==> config.mk <==
export PLATFORM = sky130hd
export DESIGN_NAME = pcr_config_regs
export DESIGN_NICKNAME = d
export VERILOG_FILES = /design/src/rtl/pcr_pkg.sv /design/src/rtl/pcr_config_regs.sv /design/src/rtl/pcr_pad_reg.sv /design/src/rtl/pcr_resync_seq.sv
export VERILOG_INCLUDE_DIRS = /design/src /design/src/rtl
export SDC_FILE = /design/constraint.sdc
export NUM_CORES = 1
export LEC_CHECK = 0
export ABC_CLOCK_PERIOD_IN_PS = 4800
export BUFFER_PORTS_ARGS = -buffer_cell sky130_fd_sc_hd__buf_4
export CAP_MARGIN = 40
export CORE_MARGIN = 2
export CORE_UTILIZATION = 40
export CTS_BUF_LIST = sky130_fd_sc_hd__clkbuf_2
export DETAILED_ROUTE_END_ITERATION = 8
export PLACE_DENSITY = 0.77
export SKIP_LAST_GASP = 1
export SLEW_MARGIN = 20
export SYNTH_ARGS = -nofsm -noshare
export SYNTH_HDL_FRONTEND = slang
export SYNTH_HIERARCHICAL = 1
export SYNTH_SLANG_ARGS = --single-unit
==> constraint.sdc <==
create_clock -name ref_clk_in -period 4.8 [get_ports ref_clk_in]
set_input_delay 0.48 -clock ref_clk_in [delete_from_list [all_inputs] [get_ports ref_clk_in]]
set_output_delay 0.48 -clock ref_clk_in [all_outputs]
set_load 0.1 [all_outputs]
==> src/rtl/pcr_defines.svh <==
/*
  Register offsets, field positions, masks and reset values of the pad and resync
  configuration bank. Assumes inclusion by bare name from the rtl folder.
*/
`ifndef PCR_DEFINES_SVH
`define PCR_DEFINES_SVH

`define PCR_ADDR_W          8
`define PCR_DATA_W          32
`define PCR_REG_W           8
`define PCR_OFS_SPI_OUT     8'h58
`define PCR_OFS_AUDIO_OUT   8'h59
`define PCR_OFS_MASTER_CLK  8'h5A
`define PCR_OFS_BIT_CLK     8'h5B
`define PCR_OFS_FRAME_SYNC  8'h5C
`define PCR_NUM_REGS        5
`define PCR_RESET_VAL       8'h00
`define PCR_BIT_DRV         0
`define PCR_BIT_PD          1
`define PCR_BIT_BYPASS      6
`define PCR_BIT_RESYNC      7
`define PCR_MASK_PAD        8'h03
`define PCR_MASK_SPI_OUT    8'h43
`define PCR_MASK_FRAME_SYNC 8'h83
`define PCR_RD_LATENCY      1

`endif

==> src/rtl/pcr_pkg.sv <==
/*
  Types shared by the pad and resync configuration bank.
  Assumes pcr_defines.svh is compiled alongside.
*/
package pcr_pkg;
  typedef enum logic [1:0] {
    PCR_IDLE  = 2'b00,
    PCR_ARMED = 2'b01,
    PCR_FIRE  = 2'b11
  } pcr_resync_st_t;
endpackage

==> src/rtl/pcr_config_regs.sv <==
/*
  Pad and resync configuration register bank: five 8-bit registers reached
  over Avalon-MM, driving pad pull-down and drive enables, the gain scaler
  bypass and a datapath resync pulse.
  Assumes one clock, synchronous inputs and a master that holds its request
  until waitrequest is low.
*/
// Behaviour
// - Bit 6 of register 0x58 set makes the delta-sigma path bypass the gain scaler.
// - Bit 1 of register 0x58 enables the SPI data-out pad pull-down.
// - Bit 0 of register 0x58 selects strong drive on the SPI data-out pad.
// - Register 0x59 bit 1 audio-out pull-down, bit 0 audio-out strong drive.
// - Register 0x5A bit 1 master clock pull-down, bit 0 its strong drive.
// - Register 0x5B bit 1 bit clock pull-down, bit 0 its strong drive.
// - Register 0x5C bit 1 frame sync pull-down, bit 0 its strong drive.
// - Writing bit 7 of 0x5C to 1 then 0 resyncs the datapath.
// - Resync acts only in external sampling or audio output mode.
// - All five registers reset to zero; reserved bits read zero, ignore writes.
`timescale 1ns/1ns
`include "pcr_defines.svh"

module pcr_config_regs
  import pcr_pkg::*;
(
  // clock and reset
  input  wire logic                     ref_clk_in,
  input  wire logic                     arst_n_in,
  // avalon-mm slave
  input  wire logic [`PCR_ADDR_W-1:0]   avs_address_in,
  input  wire logic                     avs_read_in,
  input  wire logic                     avs_write_in,
  input  wire logic [`PCR_DATA_W-1:0]   avs_writedata_in,
  input  wire logic [3:0]               avs_byteenable_in,
  output logic      [`PCR_DATA_W-1:0]   avs_readdata_out,
  output logic                          avs_waitrequest_out,
  output logic [1:0]                    avs_response_out,
  // operating mode
  input  wire logic                     external_sampling_mode_in,
  input  wire logic                     audio_mode_in,
  // datapath controls
  output logic                          gain_scaler_bypass_out,
  output logic                          datapath_resync_out,
  // pad controls
  output logic                          spi_out_pulldown_en_out,
  output logic                          spi_out_strong_drive_out,
  output logic                          audio_out_pulldown_en_out,
  output logic                          audio_out_strong_drive_out,
  output logic                          master_clock_pulldown_en_out,
  output logic                          master_clock_strong_drive_out,
  output logic                          bit_clock_pulldown_en_out,
  output logic                          bit_clock_strong_drive_out,
  output logic                          frame_sync_pulldown_en_out,
  output logic                          frame_sync_strong_drive_out
);

  // ------------------------------------------------------------
  // address decode
  // ------------------------------------------------------------
  localparam logic [7:0] OFS [`PCR_NUM_REGS] = '{
    `PCR_OFS_SPI_OUT, `PCR_OFS_AUDIO_OUT, `PCR_OFS_MASTER_CLK, `PCR_OFS_BIT_CLK, `PCR_OFS_FRAME_SYNC
  };
  localparam logic [7:0] MSK [`PCR_NUM_REGS] = '{
    `PCR_MASK_SPI_OUT, `PCR_MASK_PAD, `PCR_MASK_PAD, `PCR_MASK_PAD, `PCR_MASK_FRAME_SYNC
  };

  logic [`PCR_NUM_REGS-1:0] hit;
  logic [7:0]               reg_val [`PCR_NUM_REGS];
  logic                     any_hit;
  logic                     ack_q;
  logic                     req;
  logic                     wr_fire;
  logic [7:0]               rd_mux;

  assign req     = avs_read_in | avs_write_in;
  // the answer is one cycle late so read data can come from a flop
  assign wr_fire = avs_write_in & !ack_q & avs_byteenable_in[0];
  assign any_hit = |hit;

  // ------------------------------------------------------------
  // register array
  // ------------------------------------------------------------
  genvar gi;
  generate
    for (gi = 0; gi < `PCR_NUM_REGS; gi = gi + 1) begin : g_reg
      assign hit[gi] = (avs_address_in == OFS[gi]);
      pcr_pad_reg #(
        .WR_MASK (MSK[gi])
      ) u_reg (
        .ref_clk_in (ref_clk_in),
        .arst_n_in  (arst_n_in),
        .wr_en_in   (wr_fire & hit[gi]),
        .wr_data_in (avs_writedata_in[7:0]),
        .value_out  (reg_val[gi])
      );
    end
  endgenerate

  always_comb begin
    rd_mux = 8'h00;
    for (int i = 0; i < `PCR_NUM_REGS; i++) begin
      if (hit[i]) begin
        rd_mux = reg_val[i];
      end
    end
  end

  // ------------------------------------------------------------
  // bus handshake
  // ------------------------------------------------------------
  // ack_q high for exactly one cycle per request
  always_ff @(posedge ref_clk_in or negedge arst_n_in) begin
    if (!arst_n_in) begin
      ack_q <= 1'b0;
    end else begin
      ack_q <= req & !ack_q;
    end
  end

  assign avs_waitrequest_out = !ack_q;

  always_ff @(posedge ref_clk_in or negedge arst_n_in) begin
    if (!arst_n_in) begin
      avs_readdata_out <= 32'h0000_0000;
      avs_response_out <= 2'h0;
    end else if (req & !ack_q) begin
      avs_readdata_out <= {24'h00_0000, (avs_read_in ? rd_mux : 8'h00)};
      // unmapped addresses answer with a decode error, reads give zero
      avs_response_out <= any_hit ? 2'h0 : 2'h3;
    end
  end

  // ------------------------------------------------------------
  // control outputs
  // ------------------------------------------------------------
  assign gain_scaler_bypass_out        = reg_val[0][`PCR_BIT_BYPASS];
  // pad enables are plain flop outputs, live from the write edge
  assign spi_out_pulldown_en_out       = reg_val[0][`PCR_BIT_PD];
  assign spi_out_strong_drive_out      = reg_val[0][`PCR_BIT_DRV];
  assign audio_out_pulldown_en_out     = reg_val[1][`PCR_BIT_PD];
  assign audio_out_strong_drive_out    = reg_val[1][`PCR_BIT_DRV];
  assign master_clock_pulldown_en_out  = reg_val[2][`PCR_BIT_PD];
  assign master_clock_strong_drive_out = reg_val[2][`PCR_BIT_DRV];
  assign bit_clock_pulldown_en_out     = reg_val[3][`PCR_BIT_PD];
  assign bit_clock_strong_drive_out    = reg_val[3][`PCR_BIT_DRV];
  assign frame_sync_pulldown_en_out    = reg_val[4][`PCR_BIT_PD];
  assign frame_sync_strong_drive_out   = reg_val[4][`PCR_BIT_DRV];

  // ------------------------------------------------------------
  // datapath resync
  // ------------------------------------------------------------
  // mode is sampled when the bit returns to 0, not when it is set
  pcr_resync_seq u_resync (
    .ref_clk_in                (ref_clk_in),
    .arst_n_in                 (arst_n_in),
    .resync_bit_in             (reg_val[4][`PCR_BIT_RESYNC]),
    .external_sampling_mode_in (external_sampling_mode_in),
    .audio_mode_in             (audio_mode_in),
    .resync_pulse_out          (datapath_resync_out)
  );

endmodule

==> src/rtl/pcr_pad_reg.sv <==
/*
  One 8-bit configuration register with a writable-bit mask.
  Assumes write strobe and data arrive synchronous to ref_clk_in.
*/
`timescale 1ns/1ns
`include "pcr_defines.svh"

module pcr_pad_reg
  import pcr_pkg::*;
#(
  parameter logic [7:0] WR_MASK = `PCR_MASK_PAD
) (
  // clock and reset
  input  wire logic       ref_clk_in,
  input  wire logic       arst_n_in,
  // write port
  input  wire logic       wr_en_in,
  input  wire logic [7:0] wr_data_in,
  // stored value
  output logic      [7:0] value_out
);

  logic [7:0] value_q;

  // reserved bits never store, so they read zero
  always_ff @(posedge ref_clk_in or negedge arst_n_in) begin
    if (!arst_n_in) begin
      value_q <= `PCR_RESET_VAL;
    end else if (wr_en_in) begin
      value_q <= wr_data_in & WR_MASK;
    end
  end

  assign value_out = value_q;

endmodule

==> src/rtl/pcr_resync_seq.sv <==
/*
  Watches the resync control bit for a 1-then-0 sequence and issues a
  one-cycle datapath resync pulse when the mode allows it.
  Assumes mode inputs are synchronous to ref_clk_in.
*/
`timescale 1ns/1ns
`include "pcr_defines.svh"

module pcr_resync_seq
  import pcr_pkg::*;
(
  // clock and reset
  input  wire logic ref_clk_in,
  input  wire logic arst_n_in,
  // control
  input  wire logic resync_bit_in,
  input  wire logic external_sampling_mode_in,
  input  wire logic audio_mode_in,
  // result
  output logic      resync_pulse_out
);

  pcr_resync_st_t state_q;
  pcr_resync_st_t state_d;
  logic           mode_ok;

  assign mode_ok = external_sampling_mode_in | audio_mode_in;

  always_comb begin
    state_d = state_q;
    case (state_q)
      PCR_IDLE: begin
        if (resync_bit_in) begin
          state_d = PCR_ARMED;
        end
      end
      PCR_ARMED: begin
        // falling back to 0 completes the request
        if (!resync_bit_in) begin
          state_d = mode_ok ? PCR_FIRE : PCR_IDLE;
        end
      end
      PCR_FIRE: begin
        state_d = resync_bit_in ? PCR_ARMED : PCR_IDLE;
      end
      default: begin
        state_d = PCR_IDLE;
      end
    endcase
  end

  always_ff @(posedge ref_clk_in or negedge arst_n_in) begin
    if (!arst_n_in) begin
      state_q <= PCR_IDLE;
    end else begin
      state_q <= state_d;
    end
  end

  // one-cycle pulse from a register, never combinational
  always_ff @(posedge ref_clk_in or negedge arst_n_in) begin
    if (!arst_n_in) begin
      resync_pulse_out <= 1'b0;
    end else begin
      resync_pulse_out <= (state_d == PCR_FIRE);
    end
  end

endmodule

==> results.sh, run 1 <==
export IMPL_outcome="complete, no violations"
export IMPL_synthDistinctLibCells=36
export IMPL_clkPwrFrac_pct=18.1
export IMPL_clk_latency_ns=0.38
export IMPL_yosys_warnings=6
export IMPL_number_of_antenna_violations_at_the_first_check_in_global_routing=0
export IMPL_initial_utilization_pct=42.1
export IMPL_multi_input_area_um2=1050
export IMPL_final_hold_viol_count=0
export IMPL_max_freq_mhz=486
export IMPL_nNetsFinal=302
export IMPL_drt_first_iter_violations=43
export IMPL_syn_inst=225
export IMPL_power_report_internal_total_w=0.000271
export IMPL_switching_share_pct=45.5
export IMPL_finalWeightedCongestion=0.721
export IMPL_port_buffers=41
export IMPL_fin_worst_skew_ns=0.0166
export IMPL_p_per_area_nw_per_um2=232
export IMPL_grt_pass1_vias=1220
export IMPL_gr_total_overflow=0
export IMPL_cts_reportedPaths_clkPinSlew_ns=0.27
export IMPL_p_total_w=0.000497
export IMPL_layout_setup_ws_ns=2.74
export IMPL_firstDrtPassIters=4
export IMPL_horizontal_die_dimension_um=75.2
export IMPL_shortest_period_the_worst_path_allows_ns=2.06
export IMPL_synth_yosys_seq_area_share_pct=30.9
export IMPL_hold_worst_slack_ns=0.301
export IMPL_std_cell_rows=25
export IMPL_route_detailed_vias_per_inst=4.59
export IMPL_drt_wl_total_um=3750
export IMPL_layout_area_overhead_vs_synth_pct=5.56
export IMPL_detailedPlace_worstSlack_ns=2.59
export IMPL_grt_usage_pct=13.7
export IMPL_relSlewSlack_pct=54.6
export IMPL_endpoint_kind="flip-flop"
export IMPL_core_area_um2=4820
export IMPL_clock_tree_root_cell="clkbuf_2"
export IMPL_rsz0062_at_grt="no"
export IMPL_cts_inserted_buffers=3
export IMPL_n_antenna_cell=0
export IMPL_final_seq_area_um2=626
export IMPL_most_common_cell_after_layout_fill_and_taps_aside="conb_1"
export IMPL_ios=97
export IMPL_cts_sinks=25
export IMPL_timing_final_crit_share_pct=42.9
export IMPL_grt_start_max_net_pins=32
export IMPL_comb_power_share_pct=37.7
export IMPL_die_height_um=75.2
export IMPL_num_fill_cells=494
export IMPL_route_antenna_remaining_nets=0
export IMPL_dieArea_um2=5650
export IMPL_cts_buffer_depth=2
export IMPL_yosys_register_bits=25
export IMPL_worstPathMaxFanout=4
export IMPL_worst_slew_pin_tran_ns=0.681
export IMPL_hp_class="in2reg"
export IMPL_launching_element_type_of_the_critical_path="flip-flop"
export IMPL_hpwlAfterDp_um=2830
export IMPL_mostFrequentLayoutCells="52 x conb_1, 41 x buf_4, 25 x dfrtp_1"
export IMPL_detail_route_drc_violations=0
export IMPL_post_drt_wl_per_cell_um=11.8
export IMPL_max_cap_violations=0
export IMPL_seq_power_share_pct=44.2
export IMPL_power_leakage_nw=1.02
export IMPL_setup_viol_count_final=0
export IMPL_mappedNetlistArea_um2=2030
export IMPL_fraction_of_final_layout_cells_with_drive_strength_greater_than_1_pct=29.5
export IMPL_critical_path_class="reg2reg"
export IMPL_tritoncts_clock_tree="yes"
export IMPL_maxSlewViolCount=0
export IMPL_vdd_ir_drop_worst_v=0.000152
export IMPL_post_synth_cell_area_avg_um2=9.01
export IMPL_grt_pass1_wl_um=5960
export IMPL_switching_power_w=0.000226
export IMPL_dr_total_vias=1459
export IMPL_critPathArrivalTime_ns=2.35
export IMPL_critical_path_rt_ns=5.09
export IMPL_cts_htree_levels=1
export IMPL_final_setup_tns_ns=0
-- area by class of cell --
class / count / area share, %
well taps: 67 / 3.92
clock buffers: 3 / 0.702
repair buffers: 42 / 14.9
multi-input cells: 170 / 49.2
flip-flops and latches: 25 / 29.2
inverters: 10 / 1.75
clock inverters: 1 / 0.351
-- cells by family (layout without fill, tap and decap cells) --
group | after synthesis | after routing | share of synthesized area, %
and+or+nand+nor | 46 | 46 | 15.1
AOI/OAI and AO/OA | 60 | 60 | 20.6
DFF | 25 | 25 | 30.9
other | 6 | 52 | 1.11
muxes | 12 | 12 | 6.67
buffers and inverters | 76 | 56 | 25.7
-- power by group through the flow --
| stage | clock network, W | registers [W] | logic, W |
|---|---|---|---|
| after floorplan | 0 | 0.000243 | 0.000171 |
| after global placement | 0 | 0.000223 | 0.000186 |
| after detailed placement | 0 | 0.000223 | 0.000187 |
| after CTS | 0.0000906 | 0.000220 | 0.000187 |
| after global routing | 0.0000979 | 0.000221 | 0.000200 |
| final | 0.0000902 | 0.000220 | 0.000188 |
-- stage by stage --
stage	cells	instance area, um^2	util (%)
6_report	318	2140	44.4
5_1_grt	318	2140	44.4
4_1_cts	318	2140	44.4
3_5_place_dp	313	2110	43.7
3_3_place_gp	313	2110	43.7
2_1_floorplan	271	2200	-
-- flip-flops by register name (all words and copies together), names as in the netlist --
name                       cells
ack_q                          1
avs_readdata_out               8
avs_response_out               1
g.u_reg/value_out             12
u_resync/resync_pulse_out      1
u_resync/state_q               2
-- path summary, 6_finish.rpt --
kind	endpoint	cells after the start	slack (ns)	start
max in group asynchronous	avs_readdata_out[5]	2	4.07	arst_n_in
max	g_reg[0].u_reg/value_out[1]	5	2.74	ack_q
min in group asynchronous	g_reg[3].u_reg/value_out[0]	2	0.48	arst_n_in
min	g_reg[4].u_reg/value_out[7]	2	0.30	avs_writedata_in[7]
max reg2reg	g_reg[0].u_reg/value_out[1]	5	2.74	ack_q
min reg2reg	u_resync/resync_pulse_out	1	0.54	g_reg[4].u_reg/value_out[7]
-- critical path: stages, from the launching register on --
cell	delay [ns]
dfrtp_1	0.46
nand3b_1	0.23
nor3b_1	0.36
nand2_1	0.13
nor3_1	0.41
mux2_2	0.39
-- metal layers --
| layer | routed length, um | up-vias | track usage (%) |
|---|---|---|---|
| met5 | 0 | - | 0 |
| met4 | 28 | 0 | 2.34 |
| met3 | 188 | 5 | 1.87 |
| met2 | 1930 | 45 | 23.6 |
| met1 | 1610 | 682 | 18.6 |
| li1 | - | 727 | - |
-- what timing repair did --
action,4_1_cts,5_1_grt
gates resized for setup,0,0
endpoints found under the hold margin,25,0
buffers inserted,0,0
hold buffers,1,0
-- Yosys cell counts (all sizes together) --
| library cell | count | share of area (%) |
|---|---|---|
| inv | 10 | 1.9 |
| a21oi | 24 | 5.9 |
| and3b | 2 | 0.93 |
| and4bb | 1 | 0.62 |
| nor2b | 7 | 2.2 |
| nand2b | 11 | 3.8 |
| o211ai | 8 | 3.0 |
| and2 | 1 | 0.37 |
| nor3b | 4 | 2.0 |
| mux2 | 12 | 6.7 |
| nor3 | 11 | 2.7 |
| a22oi | 8 | 3.2 |
| o21bai | 1 | 0.56 |
| o21ai | 1 | 0.25 |
| a41oi | 8 | 3.5 |
| o2bb2ai | 1 | 0.43 |
| nor2 | 3 | 0.56 |
| nand2 | 3 | 0.68 |
| clkbuf | 2 | 0.56 |
| and4 | 1 | 0.43 |
| nand3b | 1 | 0.37 |
| buf | 64 | 23 |
| and2b | 1 | 0.43 |
| dfrtp | 25 | 31 |
| a31oi | 1 | 0.31 |
| conb | 6 | 1.1 |
| a21o | 8 | 3.5 |
Power figures use the tool's default switching activity.
==> run 2: changes to the inputs <==
--- a/config.mk
+++ b/config.mk
@@ -6,14 +6,15 @@
 export SDC_FILE = /design/constraint.sdc
 export NUM_CORES = 1
 export LEC_CHECK = 0
-export ABC_CLOCK_PERIOD_IN_PS = 4800
+export ABC_AREA = 1
+export ABC_CLOCK_PERIOD_IN_PS = 1740
 export BUFFER_PORTS_ARGS = -buffer_cell sky130_fd_sc_hd__buf_4
 export CAP_MARGIN = 40
 export CORE_MARGIN = 2
 export CORE_UTILIZATION = 40
 export CTS_BUF_LIST = sky130_fd_sc_hd__clkbuf_2
 export DETAILED_ROUTE_END_ITERATION = 8
-export PLACE_DENSITY = 0.77
+export PLACE_DENSITY = 0.8
 export SKIP_LAST_GASP = 1
 export SLEW_MARGIN = 20
 export SYNTH_ARGS = -nofsm -noshare
==> constraint.sdc (replaced) <==
create_clock -name ref_clk_in -period 1.74 [get_ports ref_clk_in]
set_input_delay 0.174 -clock ref_clk_in [delete_from_list [all_inputs] [get_ports ref_clk_in]]
set_output_delay 0.174 -clock ref_clk_in [all_outputs]
set_load 0.1 [all_outputs]
==> results.sh, run 2 <==
export IMPL_outcome="complete, no violations"
export IMPL_finalNonFillerCells=387
export IMPL_drt_first_iter_violations=46
export IMPL_regToRegEndpoint="g_reg[3].u_reg/value_out[1]"
export IMPL_timing_final_crit_share_pct=88.6
export IMPL_critical_path_class="reg2reg"
export IMPL_setup_viol_count_final=0
export IMPL_cts_reportedPaths_clkPinSlew_ns=0.27
export IMPL_nNetsFinal=371
export IMPL_route_antenna_remaining_nets=0
export IMPL_clock_tree_root_cell="clkbuf_2"
export IMPL_clk_latency_ns=0.37
export IMPL_grt_pass1_wl_um=6150
export IMPL_largest_register_ffs=12
export IMPL_yosys_top_cells_area="dfrtp_1 32%, buf_4 20%, nand2_1 15%, nand3_1 9.1%, inv_1 4.6%"
export IMPL_post_synth_cell_area_avg_um2=7.06
export IMPL_horizontal_die_dimension_um=74.2
export IMPL_final_setup_tns_ns=0
export IMPL_critical_path_rt_ns=2.04
export IMPL_ios=97
export IMPL_synthDominantCellAreaShare_pct=31.7
export IMPL_hpwlAfterDp_um=2970
export IMPL_vdd_ir_drop_worst_v=0.000470
export IMPL_number_of_antenna_violations_at_the_first_check_in_global_routing=0
export IMPL_cts_sinks=25
export IMPL_grt_pass1_vias=1407
export IMPL_grt_start_max_net_pins=26
export IMPL_rrSetupSlack_ns=0.20
export IMPL_die_height_um=74.2
export IMPL_std_cell_rows=25
export IMPL_numPlacedInstances=378
export IMPL_yosys_register_bits=25
export IMPL_hp_class="in2reg"
export IMPL_detail_route_drc_violations=0
export IMPL_drt_wl_total_um=3810
export IMPL_rsz0062_at_grt="no"
export IMPL_cts_htree_levels=1
export IMPL_max_cap_violations=0
export IMPL_most_common_cell_after_layout_fill_and_taps_aside="nand2_1"
export IMPL_postSynth_asyncResetShare_pct=100
export IMPL_post_cts_setup_repair_bufs=0
export IMPL_dieArea_um2=5500
export IMPL_post_cts_resized_instances=0
export IMPL_cts_inserted_buffers=3
export IMPL_fraction_of_final_layout_cells_with_drive_strength_greater_than_1_pct=20.0
export IMPL_mostFrequentLayoutCells="80 x nand2_1, 52 x conb_1, 43 x buf_4"
export IMPL_route_detailed_vias_per_inst=4.15
export IMPL_p_per_area_nw_per_um2=645
export IMPL_maxSlewViolCount=0
export IMPL_synth_edff_count=0
export IMPL_finalWeightedCongestion=0.780
export IMPL_critPathArrivalTime_ns=1.85
export IMPL_layout_area_overhead_vs_synth_pct=12.1
export IMPL_p_total_w=0.00142
export IMPL_gr_total_overflow=0
export IMPL_yosysMostFrequentCell="nand2_1"
export IMPL_n_antenna_cell=0
export IMPL_final_hold_viol_count=0
export IMPL_synthDistinctLibCells=23
export IMPL_timing_hold_worst_start="avs_write_in"
export IMPL_reg2regPathDepth=6
export IMPL_synth_area_leader_cell="dfrtp_1"
export IMPL_grt_usage_pct=14.3
export IMPL_cts_buffer_depth=2
export IMPL_firstDrtPassIters=4
export IMPL_syn_inst=279
export IMPL_core_area_um2=4720
export IMPL_dr_total_vias=1607
export IMPL_startpoint_of_the_worst_register_to_register_path="ack_q"
export IMPL_initial_utilization_pct=41.7
export IMPL_endpoint_kind="flip-flop"
export IMPL_mappedNetlistArea_um2=1970
export IMPL_power_leakage_nw=1.30
export IMPL_port_buffers=41
export IMPL_cts_hold_buffers_added=3
export IMPL_num_fill_cells=496
export IMPL_post_drt_wl_per_cell_um=9.83
export IMPL_shortest_period_the_worst_path_allows_ns=1.54
export IMPL_worst_hold_path_num_cells=3
export IMPL_synth_yosys_seq_area_share_pct=31.7
export IMPL_ys_flop_type="dfrtp_1"
export IMPL_max_freq_mhz=648
export IMPL_worstPathMaxFanout=5
export IMPL_launching_element_type_of_the_critical_path="flip-flop"
export IMPL_hold_path_endpoint="ack_q"
export IMPL_fin_worst_skew_ns=0.00931
export IMPL_tritoncts_clock_tree="yes"
export IMPL_synth_common_cells="80 x nand2_1, 53 x buf_4, 36 x nand3_1"
export IMPL_yosys_warnings=6
-- run 2: per-stage QoR --
step                      hold WS [ns]  setup WS (ns)  utilization, %  area (um^2)
after floorplan                 -0.122         0.0587               -         2150
after detailed placement         0.104          0.223            45.2         2140
after global routing            0.0705         0.0179            46.8         2210
after CTS                      0.00540          0.190            46.3         2190
final                           0.0744          0.198            46.8         2210
after global placement          0.0974          0.256            45.2         2140
-- run 2: worst max-delay path by stage --
stage                     slack, ns  startpoint                          end
after floorplan                0.06       ack_q  g_reg[3].u_reg/value_out[0]
after global placement         0.26       ack_q  g_reg[2].u_reg/value_out[1]
after detailed placement       0.22       ack_q  g_reg[3].u_reg/value_out[1]
after CTS                      0.19       ack_q  g_reg[3].u_reg/value_out[1]
after global routing           0.02       ack_q  g_reg[2].u_reg/value_out[0]
final                          0.20       ack_q  g_reg[3].u_reg/value_out[1]
-- run 2: cell type report --
class / instances / area (um^2) / area share (%)
multi-input combinational: 215 / 995 / 45.0
sequential: 25 / 626 / 28.3
timing repair buffer: 48 / 373 / 16.9
inverter: 28 / 109 / 4.93
tap: 67 / 83.8 / 3.80
clock buffer: 3 / 15.0 / 0.680
clock inverter: 1 / 7.51 / 0.340
-- run 2: report_power, final --
part | total (W) | leakage (nW) | internal [W] | switching, W
sequential | 0.000615 | 0.343 | 0.000600 | 0.0000153
clock | 0.000252 | 0.0126 | 0.0000532 | 0.000198
combinational | 0.000557 | 0.943 | 0.0000849 | 0.000472
total | 0.00142 | 1.30 | 0.000738 | 0.000686
-- run 2: logic make-up (layout without fill, tap and decap cells) --
family	Yosys count	in the layout	synth area share, %
buffers and inverters	85	80	26.5
AND/OR/NAND/NOR	150	150	37.1
other	6	52	1.14
flip-flops	25	25	31.7
AO/OA/AOI/OAI	13	13	3.49
-- run 2: layer usage --
metal	global-route usage, %	vias up	part of all wire, %
met1	17.8	725	43
met4	3.23	0	0.68
met5	0	-	0
met2	25.4	40	52
met3	2.98	2	4.5
li1	-	840	-
-- run 2: worst max-delay path: stages (launching register included) --
cell and delay, ns:
dfrtp_1 0.48, clkinvlp_4 0.08, nand3_1 0.19, nor4_1 0.48, inv_1 0.12, nand2_1 0.09
nand2_1 0.05
==> run 3: changes to the inputs <==
--- a/config.mk
+++ b/config.mk
@@ -6,7 +6,6 @@
 export SDC_FILE = /design/constraint.sdc
 export NUM_CORES = 1
 export LEC_CHECK = 0
-export ABC_AREA = 1
 export ABC_CLOCK_PERIOD_IN_PS = 1740
 export BUFFER_PORTS_ARGS = -buffer_cell sky130_fd_sc_hd__buf_4
 export CAP_MARGIN = 40
@@ -14,7 +13,7 @@
 export CORE_UTILIZATION = 40
 export CTS_BUF_LIST = sky130_fd_sc_hd__clkbuf_2
 export DETAILED_ROUTE_END_ITERATION = 8
-export PLACE_DENSITY = 0.8
+export PLACE_DENSITY = 0.79
 export SKIP_LAST_GASP = 1
 export SLEW_MARGIN = 20
 export SYNTH_ARGS = -nofsm -noshare
==> results.sh, run 3 (same netlist as run 1, synthesis figures left out) <==
export IMPL_endpoint_kind="flip-flop"
export IMPL_die_height_um=75.2
export IMPL_worst_path_dominant_cell_family="simple AND/OR/NAND/NOR gates"
export IMPL_cts_inserted_buffers=3
export IMPL_cpPeakStageDelay_ns=0.43
export IMPL_launching_element_type_of_the_critical_path="flip-flop"
export IMPL_max_freq_mhz=567
export IMPL_cts_htree_levels=1
export IMPL_most_common_cell_after_layout_fill_and_taps_aside="conb_1"
export IMPL_rsz0062_at_grt="yes"
export IMPL_max_cap_violations=0
export IMPL_mostFrequentLayoutCells="52 x conb_1, 50 x buf_4, 25 x dfrtp_1"
export IMPL_relSlewSlack_pct=54.8
export IMPL_post_route_cell_area_um2=2250
export IMPL_route_antenna_remaining_nets=0
export IMPL_critPathArrivalTime_ns=2.03
export IMPL_dieArea_um2=5650
export IMPL_hp_class="in2reg"
export IMPL_timing_critical_path_cells="nand3b_1, nor3b_2, nand2_2, nor3b_4, mux2_4"
export IMPL_post_drt_wl_per_cell_um=11.9
export IMPL_route_detailed_vias_per_inst=4.61
export IMPL_cts_buffer_depth=2
export IMPL_shortest_period_the_worst_path_allows_ns=1.76
export IMPL_rrSetupSlack_ns=-0.02
export IMPL_critical_path_class="reg2reg"
export IMPL_hold_path_endpoint="g_reg[4].u_reg/value_out[7]"
export IMPL_timing_hold_worst_start="avs_writedata_in[7]"
export IMPL_layout_area_overhead_vs_synth_pct=11.0
export IMPL_worstPathMaxFanout=3
export IMPL_switching_power_w=0.000610
export IMPL_power_report_internal_total_w=0.000762
export IMPL_grt_pass1_wl_um=6070
export IMPL_grt_start_max_net_pins=32
export IMPL_critical_path_slowest_cell="dfrtp_1"
export IMPL_grt_pass1_vias=1305
export IMPL_hold_worst_slack_ns=0.0343
export IMPL_clk_latency_ns=0.35
export IMPL_path_buf_inv=0
export IMPL_core_area_um2=4820
export IMPL_number_of_antenna_violations_at_the_first_check_in_global_routing=0
export IMPL_cts_reportedPaths_clkPinSlew_ns=0.24
export IMPL_failed_checks="negative setup slack"
export IMPL_ios=97
export IMPL_detail_route_drc_violations=0
export IMPL_firstDrtPassIters=4
export IMPL_initial_utilization_pct=42.1
export IMPL_power_leakage_nw=1.08
export IMPL_final_hold_viol_count=0
export IMPL_layout_setup_ws_ns=-0.0227
export IMPL_worst_setup_path_startpoint="ack_q"
export IMPL_regToRegEndpoint="g_reg[1].u_reg/value_out[0]"
export IMPL_seq_power_share_pct=44.1
export IMPL_grt_usage_pct=13.9
export IMPL_switching_share_pct=44.5
export IMPL_clkPwrFrac_pct=16.5
export IMPL_maxSlewViolCount=0
export IMPL_cts_sinks=25
export IMPL_port_buffers=41
export IMPL_gr_total_overflow=0
export IMPL_timing_final_crit_share_pct=101
export IMPL_reg2regPathDepth=5
export IMPL_worst_path_stages=5
export IMPL_clock_tree_root_cell="clkbuf_2"
export IMPL_p_total_w=0.00137
export IMPL_setup_viol_count_final=7
export IMPL_worst_hold_path_num_cells=2
export IMPL_nNetsFinal=311
export IMPL_p_per_area_nw_per_um2=609
export IMPL_drt_wl_total_um=3890
export IMPL_dpl_cell_area_um2=2150
export IMPL_fin_worst_skew_ns=0.0109
export IMPL_outcome="finished with violations"
export IMPL_startpoint_of_the_worst_register_to_register_path="ack_q"
export IMPL_horizontal_die_dimension_um=75.2
export IMPL_critical_path_rt_ns=2.01
export IMPL_std_cell_rows=25
export IMPL_comb_power_share_pct=39.4
export IMPL_finalWeightedCongestion=0.807
export IMPL_worst_slew_pin_tran_ns=0.677
export IMPL_drt_first_iter_violations=37
export IMPL_hpwlAfterDp_um=2880
export IMPL_fraction_of_final_layout_cells_with_drive_strength_greater_than_1_pct=34.2
export IMPL_largest_register_ffs=12
export IMPL_tritoncts_clock_tree="yes"
export IMPL_vdd_ir_drop_worst_v=0.000357
export IMPL_dr_total_vias=1507
export IMPL_n_antenna_cell=0
## run 3: changes by cell type in the layout (fill, tap and decap cells not counted), moves of 11 or more
cell and change:
nand2_1 -79, nand3_1 -36, nor2_1 -11, inv_1 -13, a21oi_1 +24
## run 3: layout make-up
type,instances,area [um^2]
Timing Repair Buffer,51,385
Clock inverter,1,5.00
Tap cell,67,83.8
Fill cell,466,2570
Sequential cell,25,626
Clock buffer,3,15.0
Multi-Input combinational cell,170,1100
Inverter,10,37.5
## run 3: worst max path at each step
stage,end,slack [ns]
after floorplan,g_reg[0].u_reg/value_out[0],0.09
after global placement,g_reg[1].u_reg/value_out[0],-0.11
after detailed placement,g_reg[1].u_reg/value_out[0],-0.11
after CTS,g_reg[0].u_reg/value_out[1],0.003
after global routing,g_reg[0].u_reg/value_out[0],-0.16
final,g_reg[1].u_reg/value_out[0],-0.02
## run 3: power by group through the flow
| stage | registers, W | clock network [W] | logic, W |
|---|---|---|---|
| after floorplan | 0.000669 | 0 | 0.000473 |
| final | 0.000605 | 0.000226 | 0.000540 |
| after global placement | 0.000614 | 0 | 0.000518 |
| after CTS | 0.000605 | 0.000240 | 0.000532 |
| after detailed placement | 0.000615 | 0 | 0.000523 |
| after global routing | 0.000608 | 0.000261 | 0.000573 |
## run 3: per-stage QoR
step	util, %	setup WS, ns	setup TNS (ns)	instances
2_1_floorplan	-	0.0914	0	271
3_3_place_gp	44.7	-0.110	-0.251	319
3_5_place_dp	44.7	-0.112	-0.325	319
4_1_cts	45.8	0.00301	0	326
5_1_grt	46.7	-0.161	-0.965	327
6_report	46.7	-0.0227	-0.0927	327
## run 3: repair_timing
item | in CTS | in global routing
hold buffers | 1 | 0
pin swaps | 1 | 3
endpoints found under the hold margin | 25 | 0
setup endpoints to repair | 7 | 9
buffers inserted | 2 | 1
gates resized for setup | 2 | 9
## run 3: per-layer routing
metal  track usage, %  vias up  wire (um)
li1                 -      748          -
met1             18.7      688       1700
met2             23.3       62       1940
met3             1.74        9        192
met4             4.68        0         67
met5                0        -          0
